[src/logic/mac_ctrl_pkg.sv]
// Package: register map, field positions and timing for the MAC control core
package mac_ctrl_pkg;
  localparam int          ClkHz           = 50000000;
  localparam int          SoftResetUs     = 10;
  localparam int          SoftResetCycles = (ClkHz / 1000000) * SoftResetUs;
  localparam logic [3:0]  AdrNetCtrl      = 4'h0;
  localparam logic [3:0]  AdrNetStat      = 4'h1;
  localparam logic [3:0]  AdrTxCtrl       = 4'h2;
  localparam logic [3:0]  AdrIrqStat      = 4'h3;
  localparam logic [3:0]  AdrIrqMask      = 4'h4;
  localparam logic [7:0]  ResetByte       = 8'h00;
  localparam logic [31:0] ResetWord       = 32'h00000000;
  localparam logic [1:0]  LoopNormal      = 2'h0;
  localparam logic [1:0]  LoopMac         = 2'h1;
  localparam logic [1:0]  LoopPhy         = 2'h2;
  // Network control bits
  localparam int NcWake  = 6;
  localparam int NcFcol  = 4;
  localparam int NcFdx   = 3;
  localparam int NcLbkHi = 2;
  localparam int NcLbkLo = 1;
  localparam int NcRst   = 0;
  // Network status bits
  localparam int NsSpeed = 7;
  localparam int NsLink  = 6;
  localparam int NsWake  = 5;
  localparam int NsTx2   = 3;
  localparam int NsTx1   = 2;
  localparam int NsRxov  = 1;
  // Transmit control bits
  localparam int TcJab   = 6;
  localparam int TcExc   = 5;
  localparam int TcPad2  = 4;
  localparam int TcCrc2  = 3;
  localparam int TcPad1  = 2;
  localparam int TcCrc1  = 1;
  localparam int TcReq   = 0;
  // Interrupt status / mask bits
  localparam int IrqWake = 0;
  localparam int IrqTx1  = 1;
  localparam int IrqTx2  = 2;
  localparam int IrqRxov = 3;
  localparam int IrqBits = 4;

  typedef struct packed {
    logic jabberTimerDisable;
    logic excessCollisionRetry;
    logic padDisableIndex2;
    logic crcDisableIndex2;
    logic padDisableIndex1;
    logic crcDisableIndex1;
  } tx_cfg_t;

  typedef struct packed {
    logic phySpeed10;
    logic linkGood;
    logic duplexFull;
    logic wakeupEvent;
    logic index1Done;
    logic index2Done;
    logic rxOverflow;
  } dp_status_t;
endpackage

[src/logic/mac_network_tx_control.sv]
// Network control, network status and transmit control registers on Wishbone
// Notes on behaviour
// - Control bit 6 enables wakeup; writing zero clears latched wakeup events.
// - Wakeup enable survives software reset; power-on reset or writing zero to bit 6 clears it.
// - Control bit 4 forces collisions for test; cleared by either reset.
// - Control bit 3 reads PHY duplex: one full, zero half.
// - Bits 2:1 select loopback: normal, MAC internal, PHY digital; 11 reserved.
// - Writing one to control bit 0 resets; bit clears itself after 10us.
// - Status bit 7 shows PHY speed: zero 100M, one 10M.
// - Status bit 6 reads one while PHY link is good.
// - Status bit 5 latches wakeup; read or write-one clears; survives software reset.
// - Status bit 3 sets when index 2 send completes; read or write-one clears.
// - Status bit 2 sets when index 1 send completes; read or write-one clears.
// - Status bit 1 shows receive FIFO overflow; cleared by either reset.
// - Transmit bit 6 set disables the 2048-byte jabber timer.
// - Transmit bit 5 selects retry forever versus abandon after 15 collisions.
// - Transmit bits 4 and 3 suppress pad and CRC for index 2.
// - Transmit bits 2 and 1 suppress pad and CRC for index 1.
// - Host sets transmit bit 0; device holds it until packet fully sent.
// - Registers take defaults on any reset except fields spared by software reset.
//
// Chosen here: the Wishbone slave port.
module mac_network_tx_control (
  input  wire logic                      clk,
  input  wire logic                      reset,
  input  wire logic                      wbCycI,
  input  wire logic                      wbStbI,
  input  wire logic                      wbWeI,
  input  wire logic [3:0]                wbSelI,
  input  wire logic [31:0]               wbAdrI,
  input  wire logic [31:0]               wbDatI,
  output logic      [31:0]               wbDatO,
  output logic                           wbAckO,
  input  wire logic                      phyDuplexFull,
  input  wire logic                      phySpeed10,
  input  wire logic                      phyLinkGood,
  input  wire logic                      wakeupEventIn,
  input  wire logic                      index1SendDone,
  input  wire logic                      index2SendDone,
  input  wire logic                      rxFifoOverflow,
  output logic                           wakeupEnable,
  output logic                           forcedCollisionTest,
  output logic      [1:0]                loopbackSelect,
  output logic                           softResetActive,
  output mac_ctrl_pkg::tx_cfg_t          txConfig,
  output logic                           transmitRequest,
  output logic                           irq
);

  typedef enum logic [1:0] {
    BusIdle = 2'b01,
    BusAck  = 2'b10
  } bus_state_t;

  bus_state_t               busState;
  mac_ctrl_pkg::dp_status_t dpSync1;
  mac_ctrl_pkg::dp_status_t dpSync2;
  logic                     wakeSeen;
  logic                     tx1Seen;
  logic                     tx2Seen;
  logic                     overflowSeen;
  logic                     wakeupEventFlag;
  logic                     index1Done;
  logic                     index2Done;
  logic [15:0]              resetCount;
  logic [mac_ctrl_pkg::IrqBits-1:0] irqStatus;
  logic [mac_ctrl_pkg::IrqBits-1:0] irqMask;
  logic [mac_ctrl_pkg::IrqBits-1:0] irqEvents;
  logic                     wakeRise;
  logic                     tx1Rise;
  logic                     tx2Rise;
  logic                     ovRise;
  logic                     anyReset;
  logic                     request;
  logic                     writeReq;
  logic                     readReq;
  logic [3:0]               regIndex;
  logic [7:0]               wrByte;

  // Register index match; writes also need byte lane zero, which writeReq supplies
  function automatic logic hit(input logic [3:0] idx, input logic [3:0] want);
    hit = (idx == want);
  endfunction

  // Status pins come from other logic clock trees, so two flops first
  always_ff @(posedge clk) begin
    if (reset) begin
      dpSync1 <= '0;
      dpSync2 <= '0;
    end else begin
      dpSync1 <= '{phySpeed10, phyLinkGood, phyDuplexFull, wakeupEventIn,
                   index1SendDone, index2SendDone, rxFifoOverflow};
      dpSync2 <= dpSync1;
    end
  end

  // Previous samples for edge detection, taken from the second stage only
  always_ff @(posedge clk) begin
    if (reset) begin
      wakeSeen     <= 1'b0;
      tx1Seen      <= 1'b0;
      tx2Seen      <= 1'b0;
      overflowSeen <= 1'b0;
    end else begin
      wakeSeen     <= dpSync2.wakeupEvent;
      tx1Seen      <= dpSync2.index1Done;
      tx2Seen      <= dpSync2.index2Done;
      overflowSeen <= dpSync2.rxOverflow;
    end
  end

  assign wakeRise = dpSync2.wakeupEvent & ~wakeSeen & wakeupEnable;
  assign tx1Rise  = dpSync2.index1Done & ~tx1Seen;
  assign tx2Rise  = dpSync2.index2Done & ~tx2Seen;
  assign ovRise   = dpSync2.rxOverflow & ~overflowSeen;

  assign anyReset = reset | softResetActive;
  assign request  = wbCycI & wbStbI & (busState == BusIdle);
  assign writeReq = request & wbWeI & wbSelI[0];
  assign readReq  = request & ~wbWeI;
  assign regIndex = wbAdrI[5:2];
  assign wrByte   = wbDatI[7:0];

  // Classic single-cycle slave: ack one cycle after strobe, then one idle
  always_ff @(posedge clk) begin
    if (reset) begin
      busState <= BusIdle;
      wbAckO   <= 1'b0;
    end else begin
      case (busState)
        BusIdle: begin
          if (wbCycI && wbStbI) begin
            busState <= BusAck;
            wbAckO   <= 1'b1;
          end
        end
        BusAck: begin
          busState <= BusIdle;
          wbAckO   <= 1'b0;
        end
        default: begin
          busState <= BusIdle;
          wbAckO   <= 1'b0;
        end
      endcase
    end
  end

  // Read data; unmapped offsets and reserved bits read zero
  always_ff @(posedge clk) begin
    if (reset) begin
      wbDatO <= mac_ctrl_pkg::ResetWord;
    end else if (readReq) begin
      wbDatO <= mac_ctrl_pkg::ResetWord;
      case (regIndex)
        mac_ctrl_pkg::AdrNetCtrl: begin
          wbDatO[mac_ctrl_pkg::NcWake]  <= wakeupEnable;
          wbDatO[mac_ctrl_pkg::NcFcol]  <= forcedCollisionTest;
          wbDatO[mac_ctrl_pkg::NcFdx]   <= dpSync2.duplexFull;
          wbDatO[mac_ctrl_pkg::NcLbkHi:mac_ctrl_pkg::NcLbkLo] <= loopbackSelect;
          wbDatO[mac_ctrl_pkg::NcRst]   <= softResetActive;
        end
        mac_ctrl_pkg::AdrNetStat: begin
          wbDatO[mac_ctrl_pkg::NsSpeed] <= dpSync2.phySpeed10;
          wbDatO[mac_ctrl_pkg::NsLink]  <= dpSync2.linkGood;
          wbDatO[mac_ctrl_pkg::NsWake]  <= wakeupEventFlag;
          wbDatO[mac_ctrl_pkg::NsTx2]   <= index2Done;
          wbDatO[mac_ctrl_pkg::NsTx1]   <= index1Done;
          wbDatO[mac_ctrl_pkg::NsRxov]  <= dpSync2.rxOverflow & ~softResetActive;
        end
        mac_ctrl_pkg::AdrTxCtrl: begin
          wbDatO[mac_ctrl_pkg::TcJab:mac_ctrl_pkg::TcCrc1] <= txConfig;
          wbDatO[mac_ctrl_pkg::TcReq]   <= transmitRequest;
        end
        mac_ctrl_pkg::AdrIrqStat: wbDatO[mac_ctrl_pkg::IrqBits-1:0] <= irqStatus;
        mac_ctrl_pkg::AdrIrqMask: wbDatO[mac_ctrl_pkg::IrqBits-1:0] <= irqMask;
        default: wbDatO <= mac_ctrl_pkg::ResetWord;
      endcase
    end
  end

  // Wakeup enable cleared by power-on reset or a control write of zero
  always_ff @(posedge clk) begin
    if (reset) begin
      wakeupEnable <= 1'b0;
    end else if (writeReq && hit(regIndex, mac_ctrl_pkg::AdrNetCtrl)) begin
      wakeupEnable <= wrByte[mac_ctrl_pkg::NcWake];
    end
  end

  // Test and loopback controls follow either reset
  always_ff @(posedge clk) begin
    if (anyReset) begin
      forcedCollisionTest <= 1'b0;
      loopbackSelect      <= mac_ctrl_pkg::LoopNormal;
    end else if (writeReq && hit(regIndex, mac_ctrl_pkg::AdrNetCtrl)) begin
      forcedCollisionTest <= wrByte[mac_ctrl_pkg::NcFcol];
      loopbackSelect      <= wrByte[mac_ctrl_pkg::NcLbkHi:mac_ctrl_pkg::NcLbkLo];
    end
  end

  // Software reset pulse with its own timer; bus stays usable meanwhile
  always_ff @(posedge clk) begin
    if (reset) begin
      softResetActive <= 1'b0;
      resetCount      <= 16'h0000;
    end else if (softResetActive) begin
      if (resetCount == 16'(mac_ctrl_pkg::SoftResetCycles - 1)) begin
        softResetActive <= 1'b0;
        resetCount      <= 16'h0000;
      end else begin
        resetCount <= resetCount + 16'h0001;
      end
    end else if (writeReq && hit(regIndex, mac_ctrl_pkg::AdrNetCtrl) &&
                 wrByte[mac_ctrl_pkg::NcRst]) begin
      softResetActive <= 1'b1;
    end
  end

  // Wakeup flag: set beats clear, untouched by software reset
  always_ff @(posedge clk) begin
    if (reset) begin
      wakeupEventFlag <= 1'b0;
    end else if (wakeRise) begin
      wakeupEventFlag <= 1'b1;
    end else if (writeReq && hit(regIndex, mac_ctrl_pkg::AdrNetCtrl) &&
                 !wrByte[mac_ctrl_pkg::NcWake]) begin
      wakeupEventFlag <= 1'b0;
    end else if ((readReq && hit(regIndex, mac_ctrl_pkg::AdrNetStat)) ||
                 (writeReq && hit(regIndex, mac_ctrl_pkg::AdrNetStat) &&
                  wrByte[mac_ctrl_pkg::NsWake])) begin
      wakeupEventFlag <= 1'b0;
    end
  end

  // Completion flags for both packet indexes
  always_ff @(posedge clk) begin
    if (anyReset) begin
      index1Done <= 1'b0;
      index2Done <= 1'b0;
    end else begin
      if (tx1Rise) begin
        index1Done <= 1'b1;
      end else if ((readReq && hit(regIndex, mac_ctrl_pkg::AdrNetStat)) ||
                   (writeReq && hit(regIndex, mac_ctrl_pkg::AdrNetStat) &&
                    wrByte[mac_ctrl_pkg::NsTx1])) begin
        index1Done <= 1'b0;
      end
      if (tx2Rise) begin
        index2Done <= 1'b1;
      end else if ((readReq && hit(regIndex, mac_ctrl_pkg::AdrNetStat)) ||
                   (writeReq && hit(regIndex, mac_ctrl_pkg::AdrNetStat) &&
                    wrByte[mac_ctrl_pkg::NsTx2])) begin
        index2Done <= 1'b0;
      end
    end
  end

  // Transmit configuration, driven straight to the datapath
  always_ff @(posedge clk) begin
    if (anyReset) begin
      txConfig <= '0;
    end else if (writeReq && hit(regIndex, mac_ctrl_pkg::AdrTxCtrl)) begin
      txConfig.jabberTimerDisable   <= wrByte[mac_ctrl_pkg::TcJab];
      txConfig.excessCollisionRetry <= wrByte[mac_ctrl_pkg::TcExc];
      txConfig.padDisableIndex2     <= wrByte[mac_ctrl_pkg::TcPad2];
      txConfig.crcDisableIndex2     <= wrByte[mac_ctrl_pkg::TcCrc2];
      txConfig.padDisableIndex1     <= wrByte[mac_ctrl_pkg::TcPad1];
      txConfig.crcDisableIndex1     <= wrByte[mac_ctrl_pkg::TcCrc1];
    end
  end

  // Request held until a completion; writing zero cannot cancel a send
  always_ff @(posedge clk) begin
    if (anyReset) begin
      transmitRequest <= 1'b0;
    end else if (tx1Rise || tx2Rise) begin
      transmitRequest <= 1'b0;
    end else if (writeReq && hit(regIndex, mac_ctrl_pkg::AdrTxCtrl) &&
                 wrByte[mac_ctrl_pkg::TcReq]) begin
      transmitRequest <= 1'b1;
    end
  end

  assign irqEvents = {ovRise, tx2Rise, tx1Rise, wakeRise};

  // Sticky interrupt status, write one to clear, set wins
  generate
    for (genvar i = 0; i < mac_ctrl_pkg::IrqBits; i++) begin : gIrq
      always_ff @(posedge clk) begin
        if (reset) begin
          irqStatus[i] <= 1'b0;
        end else if (irqEvents[i]) begin
          irqStatus[i] <= 1'b1;
        end else if (writeReq && hit(regIndex, mac_ctrl_pkg::AdrIrqStat) && wrByte[i]) begin
          irqStatus[i] <= 1'b0;
        end
      end
    end
  endgenerate

  always_ff @(posedge clk) begin
    if (reset) begin
      irqMask <= '0;
    end else if (writeReq && hit(regIndex, mac_ctrl_pkg::AdrIrqMask)) begin
      irqMask <= wrByte[mac_ctrl_pkg::IrqBits-1:0];
    end
  end

  // Registered, so irq lags a status change by one cycle
  always_ff @(posedge clk) begin
    if (reset) begin
      irq <= 1'b0;
    end else begin
      irq <= |(irqStatus & irqMask);
    end
  end

endmodule // mac_network_tx_control

[config.mk]
export PLATFORM = sky130hd
export DESIGN_NAME = mac_network_tx_control
export DESIGN_NICKNAME = d
export VERILOG_FILES = /design/src/logic/mac_ctrl_pkg.sv /design/src/logic/mac_network_tx_control.sv
export SDC_FILE = /design/constraint.sdc
export NUM_CORES = 1
export LEC_CHECK = 0
export BUFFER_PORTS_ARGS = -buffer_cell sky130_fd_sc_hd__buf_2
export CAP_MARGIN = 20
export CELL_PAD_IN_SITES_DETAIL_PLACEMENT = 0
export CELL_PAD_IN_SITES_GLOBAL_PLACEMENT = 1
export CORE_ASPECT_RATIO = 0.75
export CORE_UTILIZATION = 31
export CTS_CLUSTER_DIAMETER = 30
export DETAILED_ROUTE_END_ITERATION = 10
export GPL_TIMING_DRIVEN = 0
export HOLD_SLACK_MARGIN = 0.02
export PLACE_DENSITY = 0.78
export SYNTH_ARGS = -nofsm -noshare
export SYNTH_HDL_FRONTEND = slang
export SYNTH_SLANG_ARGS = --single-unit
[constraint.sdc]
create_clock -name clk -period 2 [get_ports clk]
set_clock_uncertainty 0.2 [all_clocks]
set_input_delay 0.4 -clock clk [delete_from_list [all_inputs] [get_ports clk]]
set_output_delay 0.4 -clock clk [all_outputs]
set_load 0.01 [all_outputs]
-- After elaboration in Yosys (flattened, before gate mapping)
Cells that the tools add are included.
- input bits: 80
- memory bits (read-only): 0
- bits in latches: 0
- output and inout port bits: 46
- memory bits (writable): 0
- memories kept: 0
- bits in registers: 69
- logic and storage cells: 127
- order comparisons: 0
- divide/modulo/power cells: 0
- multipliers: 0
- $add $sub $neg: 1
- bitwise gates (word level): 20
- reductions and logical operators: 33
- multiplexer cells: 25
- shift-type cells: 0
- equality and inequality tests: 6
- operator list (kind ; number):
    1-bit 2-to-1 mux ; 19
    1-bit logical AND ; 17
    16-bit by 1-bit adder with 16-bit output, second input constant ; 1
    16-bit by 9-bit equality test with 1-bit output, second input constant ; 1
    16-bit 2-to-1 mux ; 1
    3-bit case mux with 5 select lines ; 1
    2-bit nonzero test ; 6
    1-bit AND ; 11
    4-bit by 2-bit equality test with 1-bit output, second input constant ; 2
    1-bit inverter ; 7
    4-bit AND ; 1
    4-bit by 1-bit equality test with 1-bit output, second input constant ; 1
    4-bit by 3-bit equality test with 1-bit output, second input constant ; 1
    4-bit zero test ; 1
    1-bit logical OR ; 4
    1-bit case mux with 2 select lines ; 2
    1-bit case mux with 4 select lines ; 1
    2-bit OR reduction ; 2
    4-bit OR reduction ; 1
    1-bit case mux with 3 select lines ; 1
    3-bit nonzero test ; 1
    2-bit by 1-bit equality test with 1-bit output, second input constant ; 1
    1-bit zero test ; 1
    1-bit bitwise OR ; 1

-- Longest topological paths before layout
- depth in word-level cells: 10
- mapped depth: 6
- gate-level depth less buffers: 5

-- Worst setup path before layout
OpenSTA, ideal clock, no wires.
- path type: input -> register
- from: input wbAdrI[4]
- to: register irqStatus[0] in the netlist's numbering
- library setup time: 0.132 ns
- arrival: 1.597 ns
- required time: 1.668 ns
- stages on the path: 5
- setup slack: 0.071 ns
- cell sequence: buf_2 -> or3b_4 -> or4_1 -> o21ai_0 -> a21oi_1
- longest elaborated chain between the ends: 4
- RTL lines (what ; line ; RTL):
    start, declared ; mac_network_tx_control.sv:30 ; input wire logic [31:0] wbAdrI,
    4-bit by 2-bit equality test with 1-bit output ; mac_network_tx_control.sv:82 ; hit = (idx == want);
    1-bit logical AND (2 in series) ; mac_network_tx_control.sv:295 ; end else if (writeReq && hit(regIndex, mac_ctrl_pkg::AdrIrqStat) && wrByte[i]) begin
    2-bit nonzero test (no line) ; n/a ;
    end signal, assigned by index ; mac_network_tx_control.sv:292 ; irqStatus[i] <= 1'b0;
    end signal, assigned by index ; mac_network_tx_control.sv:294 ; irqStatus[i] <= 1'b1;
    end signal, assigned by index ; mac_network_tx_control.sv:296 ; irqStatus[i] <= 1'b0;
    end, declared ; mac_network_tx_control.sv:66 ; logic [mac_ctrl_pkg::IrqBits-1:0] irqStatus;
No other way between the ends.
A chain may end at the register's enable or synchronous reset.

-- Final worst setup path
- from: register resetCount[1]
- to: register resetCount[2]
- longest elaborated chain between the ends: 2
- elaborated cells between the ends (all ways): 3
- those cells by class: add/sub: 1; eq/ne: 1; mux: 1
- RTL lines (what ; line ; RTL):
    start, declared ; mac_network_tx_control.sv:65 ; logic [15:0] resetCount;
    start signal, assigned ; mac_network_tx_control.sv:212 ; resetCount <= resetCount + 16'h0001;
    16-bit by 1-bit adder with 16-bit output or 16-bit by 9-bit equality test with 1-bit output (tied branches) ; mac_network_tx_control.sv:212, mac_network_tx_control.sv:208 ;
    16-bit 2-to-1 mux * ; mac_network_tx_control.sv:208 ; if (resetCount == 16'(mac_ctrl_pkg::SoftResetCycles - 1)) begin
Mark *: on every way between the ends. The rest lies on a longest branch, timed or not.

==> metrics.md <==
| Metric | Value |
|---|---|
| Worst Path Buf+Inv | `2` |
| Final setup vio count | `0` |
| Syn_area_per_cell | `9.147 µm²` |
| Placer Congestion | `0.8714` |
| WL/cell | `13.23 µm` |
| Global-route wire length before repair | `11.13 mm` |
| Commonest register cell after synthesis | `dfxtp_1` |
| DRT iter0 DRCs | `123` |
| Pin count of the biggest net entering global routing | `13` |
| Number of synthesized flops with an enable pin | `0` |
| Top-count cell post-synth | `dfxtp_1` |
| Relative slew margins | `0.6178` |
| Sequential Area | `1363 µm²` |
| Hold_ws | `80.02 ps` |
| Worst Tran Pin Value | `573.3 ps` |
| CTS max path bufs | `2` |
| Final #Nets | `492` |
| Chip width | `115.6 µm` |
| Clock sinks | `68` |
| Setup tns final | `0 ps` |
| Fin crit period | `1898 ps` |
| DPL Wire Length | `5.392 mm` |
| Rows | `30` |
| Placed cells | `523` |
| H-tree depth | `3` |
| Drt first pass iters | `4` |
| DRC | `0` |
| Max Clock Freq | `526.9 MHz` |
| CTS tree | `built` |
| Clk Latency, worst-skew pair | `330 ps` |
| Distinct cell type count after synthesis | `47` |
| Fill count | `962` |
| Synth cell count leaders | `68 x dfxtp_1, 38 x nor2_1, 24 x buf_4` |
| Routed vias/inst | `4.596` |
| Status | `completed` |
| Synthesized cell area | `3000 µm²` |
| CP Max Fanout | `5` |
| Total track usage | `0.1484` |
| Warnings from Yosys | `0` |
| Top cell type by total area after synthesis | `dfxtp_1` |
| Die H | `87.20 µm` |
| Top cells by area, synth | `dfxtp_1 45%, buf_4 6.0%, mux2i_1 5.7%` |
| Final worst slack | `102.0 ps` |
| Design Area, Final | `3846 µm²` |
| Root buffer cell | `clkbuf_16` |
| CP top delay family | `simple AND/OR/NAND/NOR gates` |
| Yosys top cell area share | `0.4537` |
| Layout cell share with drive strength beyond 1 | `0.2596` |
| Seq/Total Area, Yosys | `0.4537` |
| Worst path cell trace | `ha_4 -> and4_1 -> nand4_1 -> o21bai_2 -> buf_4 -> buf_4 -> nor2_1` |
| Crit Path Class | `reg2reg` |
| Routed via count | `2500` |
| Max Cap Violations | `0` |
| Total gr overflow | `0` |
| Pins Over Slew Limit | `0` |
| Hold Vio Cnt, Final | `0` |
| Fin crit share | `0.9490` |
| CTS Hold Bufs | `0` |
| Lkg Pwr | `1.605 nW` |
| Peak per-stage delay on the critical path | `410 ps` |
| FFs w/ async S/R, synth | `0` |
| P per Cell Area | `848.4 nW/µm²` |
| Pre-CTS WS | `-269.3 ps` |
| Final wirelength | `7.198 mm` |
| Reg clk slew, reported paths | `60 ps` |
| Worst EP arrival | `1910 ps` |
| Num CTS Buffers | `9` |
| Worst Hold Class | `in2reg` |
| Total power | `3.263 mW` |
| Crit-path slowest cell | `dfxtp_1` |
| Req. time, crit path | `2010 ps` |
| Finished Layout Cells | `544` |
| Worst IR Drop VDD | `506.0 µV` |
| Crit path launch type | `register` |
| PortBufs | `44` |
| N_diodes | `0` |
| Initial Util | `0.3249` |
| Vias in the first global route | `2235` |
| Core region area | `9234 µm²` |
| Die ar. | `10080 µm²` |
| Area after DPL | `3467 µm²` |
| Core Util, Final | `0.4165` |
| Most used cell, CP | `buf_4` |
| Area of the multi-input gates | `1484 µm²` |
| Unrepaired setup endpoints after global routing | `no` |
| Top Ports | `126` |
| Syn Inst Count | `328` |
| CP Capture Type | `register` |
| Area growth syn-to-layout | `28.19%` |
| Routed Antenna Nets | `0` |
| Antenna violations before repair | `0` |
| Synth Register Bits | `68` |
repair_timing:
action / CTS / global route
pin swaps: 1 / 2
setup buffers: 1 / 3
setup endpoints to repair: 21 / 14
gates cloned: 0 / 1
resized for setup: 2 / 7
layout make-up:
class,count,area share
Multi-Input combinational cell,238,0.3858
Tap cell,128,0.04164
Inverter,10,0.009759
Clock inverter,7,0.02375
Sequential cell,68,0.3543
Clock buffer,9,0.05856
Buffer,35,0.05986
Timing Repair Buffer,49,0.06636
power breakdown:
group          switching [mW]  leakage [nW]  total (mW)  internal, mW
Combinational           0.124         0.897       0.217        0.0930
Sequential             0.0108         0.553        1.39          1.38
Clock                   0.570         0.155        1.66          1.08
Total                   0.705          1.61        3.26          2.56
sequential cells by signal (all words and copies together), names as in the netlist, 2 cells and up:
register,count
irqStatus,4
loopbackSelect,2
irqMask,4
dpSync1,7
wbDatO,8
dpSync2,7
resetCount,16
txConfig,6
kinds of logic (layout without fill, tap and decap cells):
| logic type | after synthesis | after routing | synth area share |
|---|---|---|---|
| AO/OA/AOI/OAI | 46 | 46 | 0.09341 |
| XOR/XNOR | 12 | 12 | 0.03503 |
| adder cells (fa/ha/maj) | 1 | 1 | 0.004169 |
| buffers and inverters | 45 | 110 | 0.08799 |
| flip-flops | 68 | 68 | 0.4537 |
| multiplexers | 21 | 21 | 0.07548 |
| other | 1 | 24 | 0.001250 |
| AND/OR/NAND/NOR | 134 | 134 | 0.2490 |
metal layers:
metal,share of wire,routed length (µm),up-vias,track usage
li1,-,-,1252,-
met1,0.51,3698,1161,0.2018
met2,0.42,3036,79,0.2177
met3,0.054,391,8,0.04941
met4,0.0099,71,0,0.05313
met5,0,0,-,0
final timing paths:
kind / start / endpoint / slack (ps) / depth (start not counted)
max: resetCount[1] / resetCount[2] / 100 / 7
min: wakeupEventIn / dpSync1[3] / 80 / 2
max reg2reg: resetCount[1] / resetCount[2] / 100 / 7
min reg2reg: dpSync1[4] / dpSync2[4] / 230 / 1
layout by cell type (no fill, tap or decap), types with 2 or more instances in the layout:
| cell type | n |
|---|---|
| dfxtp_1 | 67 |
| buf_2 | 49 |
| nor2_1 | 38 |
| buf_4 | 29 |
| conb_1 | 24 |
| nor2b_1 | 21 |
| a21oi_1 | 20 |
| mux2i_1 | 17 |
| nand2_1 | 15 |
| nand4_1 | 12 |
| inv_1 | 10 |
| nand3_1 | 9 |
| o21ai_0 | 9 |
| clkbuf_16 | 9 |
| nand2b_1 | 8 |
| xnor2_1 | 8 |
| nor4_1 | 7 |
| clkbuf_1 | 6 |
| nor3_1 | 4 |
| xor2_1 | 4 |
| a21boi_0 | 3 |
| mux2_2 | 3 |
| clkinv_2 | 3 |
| o21bai_1 | 2 |
| and2_1 | 2 |
| or2_2 | 2 |
| nand3b_1 | 2 |
| a211oi_1 | 2 |
| nor4_4 | 2 |
| a22oi_1 | 2 |
| a22o_1 | 2 |
| bufinv_16 | 2 |
Note: power is estimated with default switching activity, not from simulation.
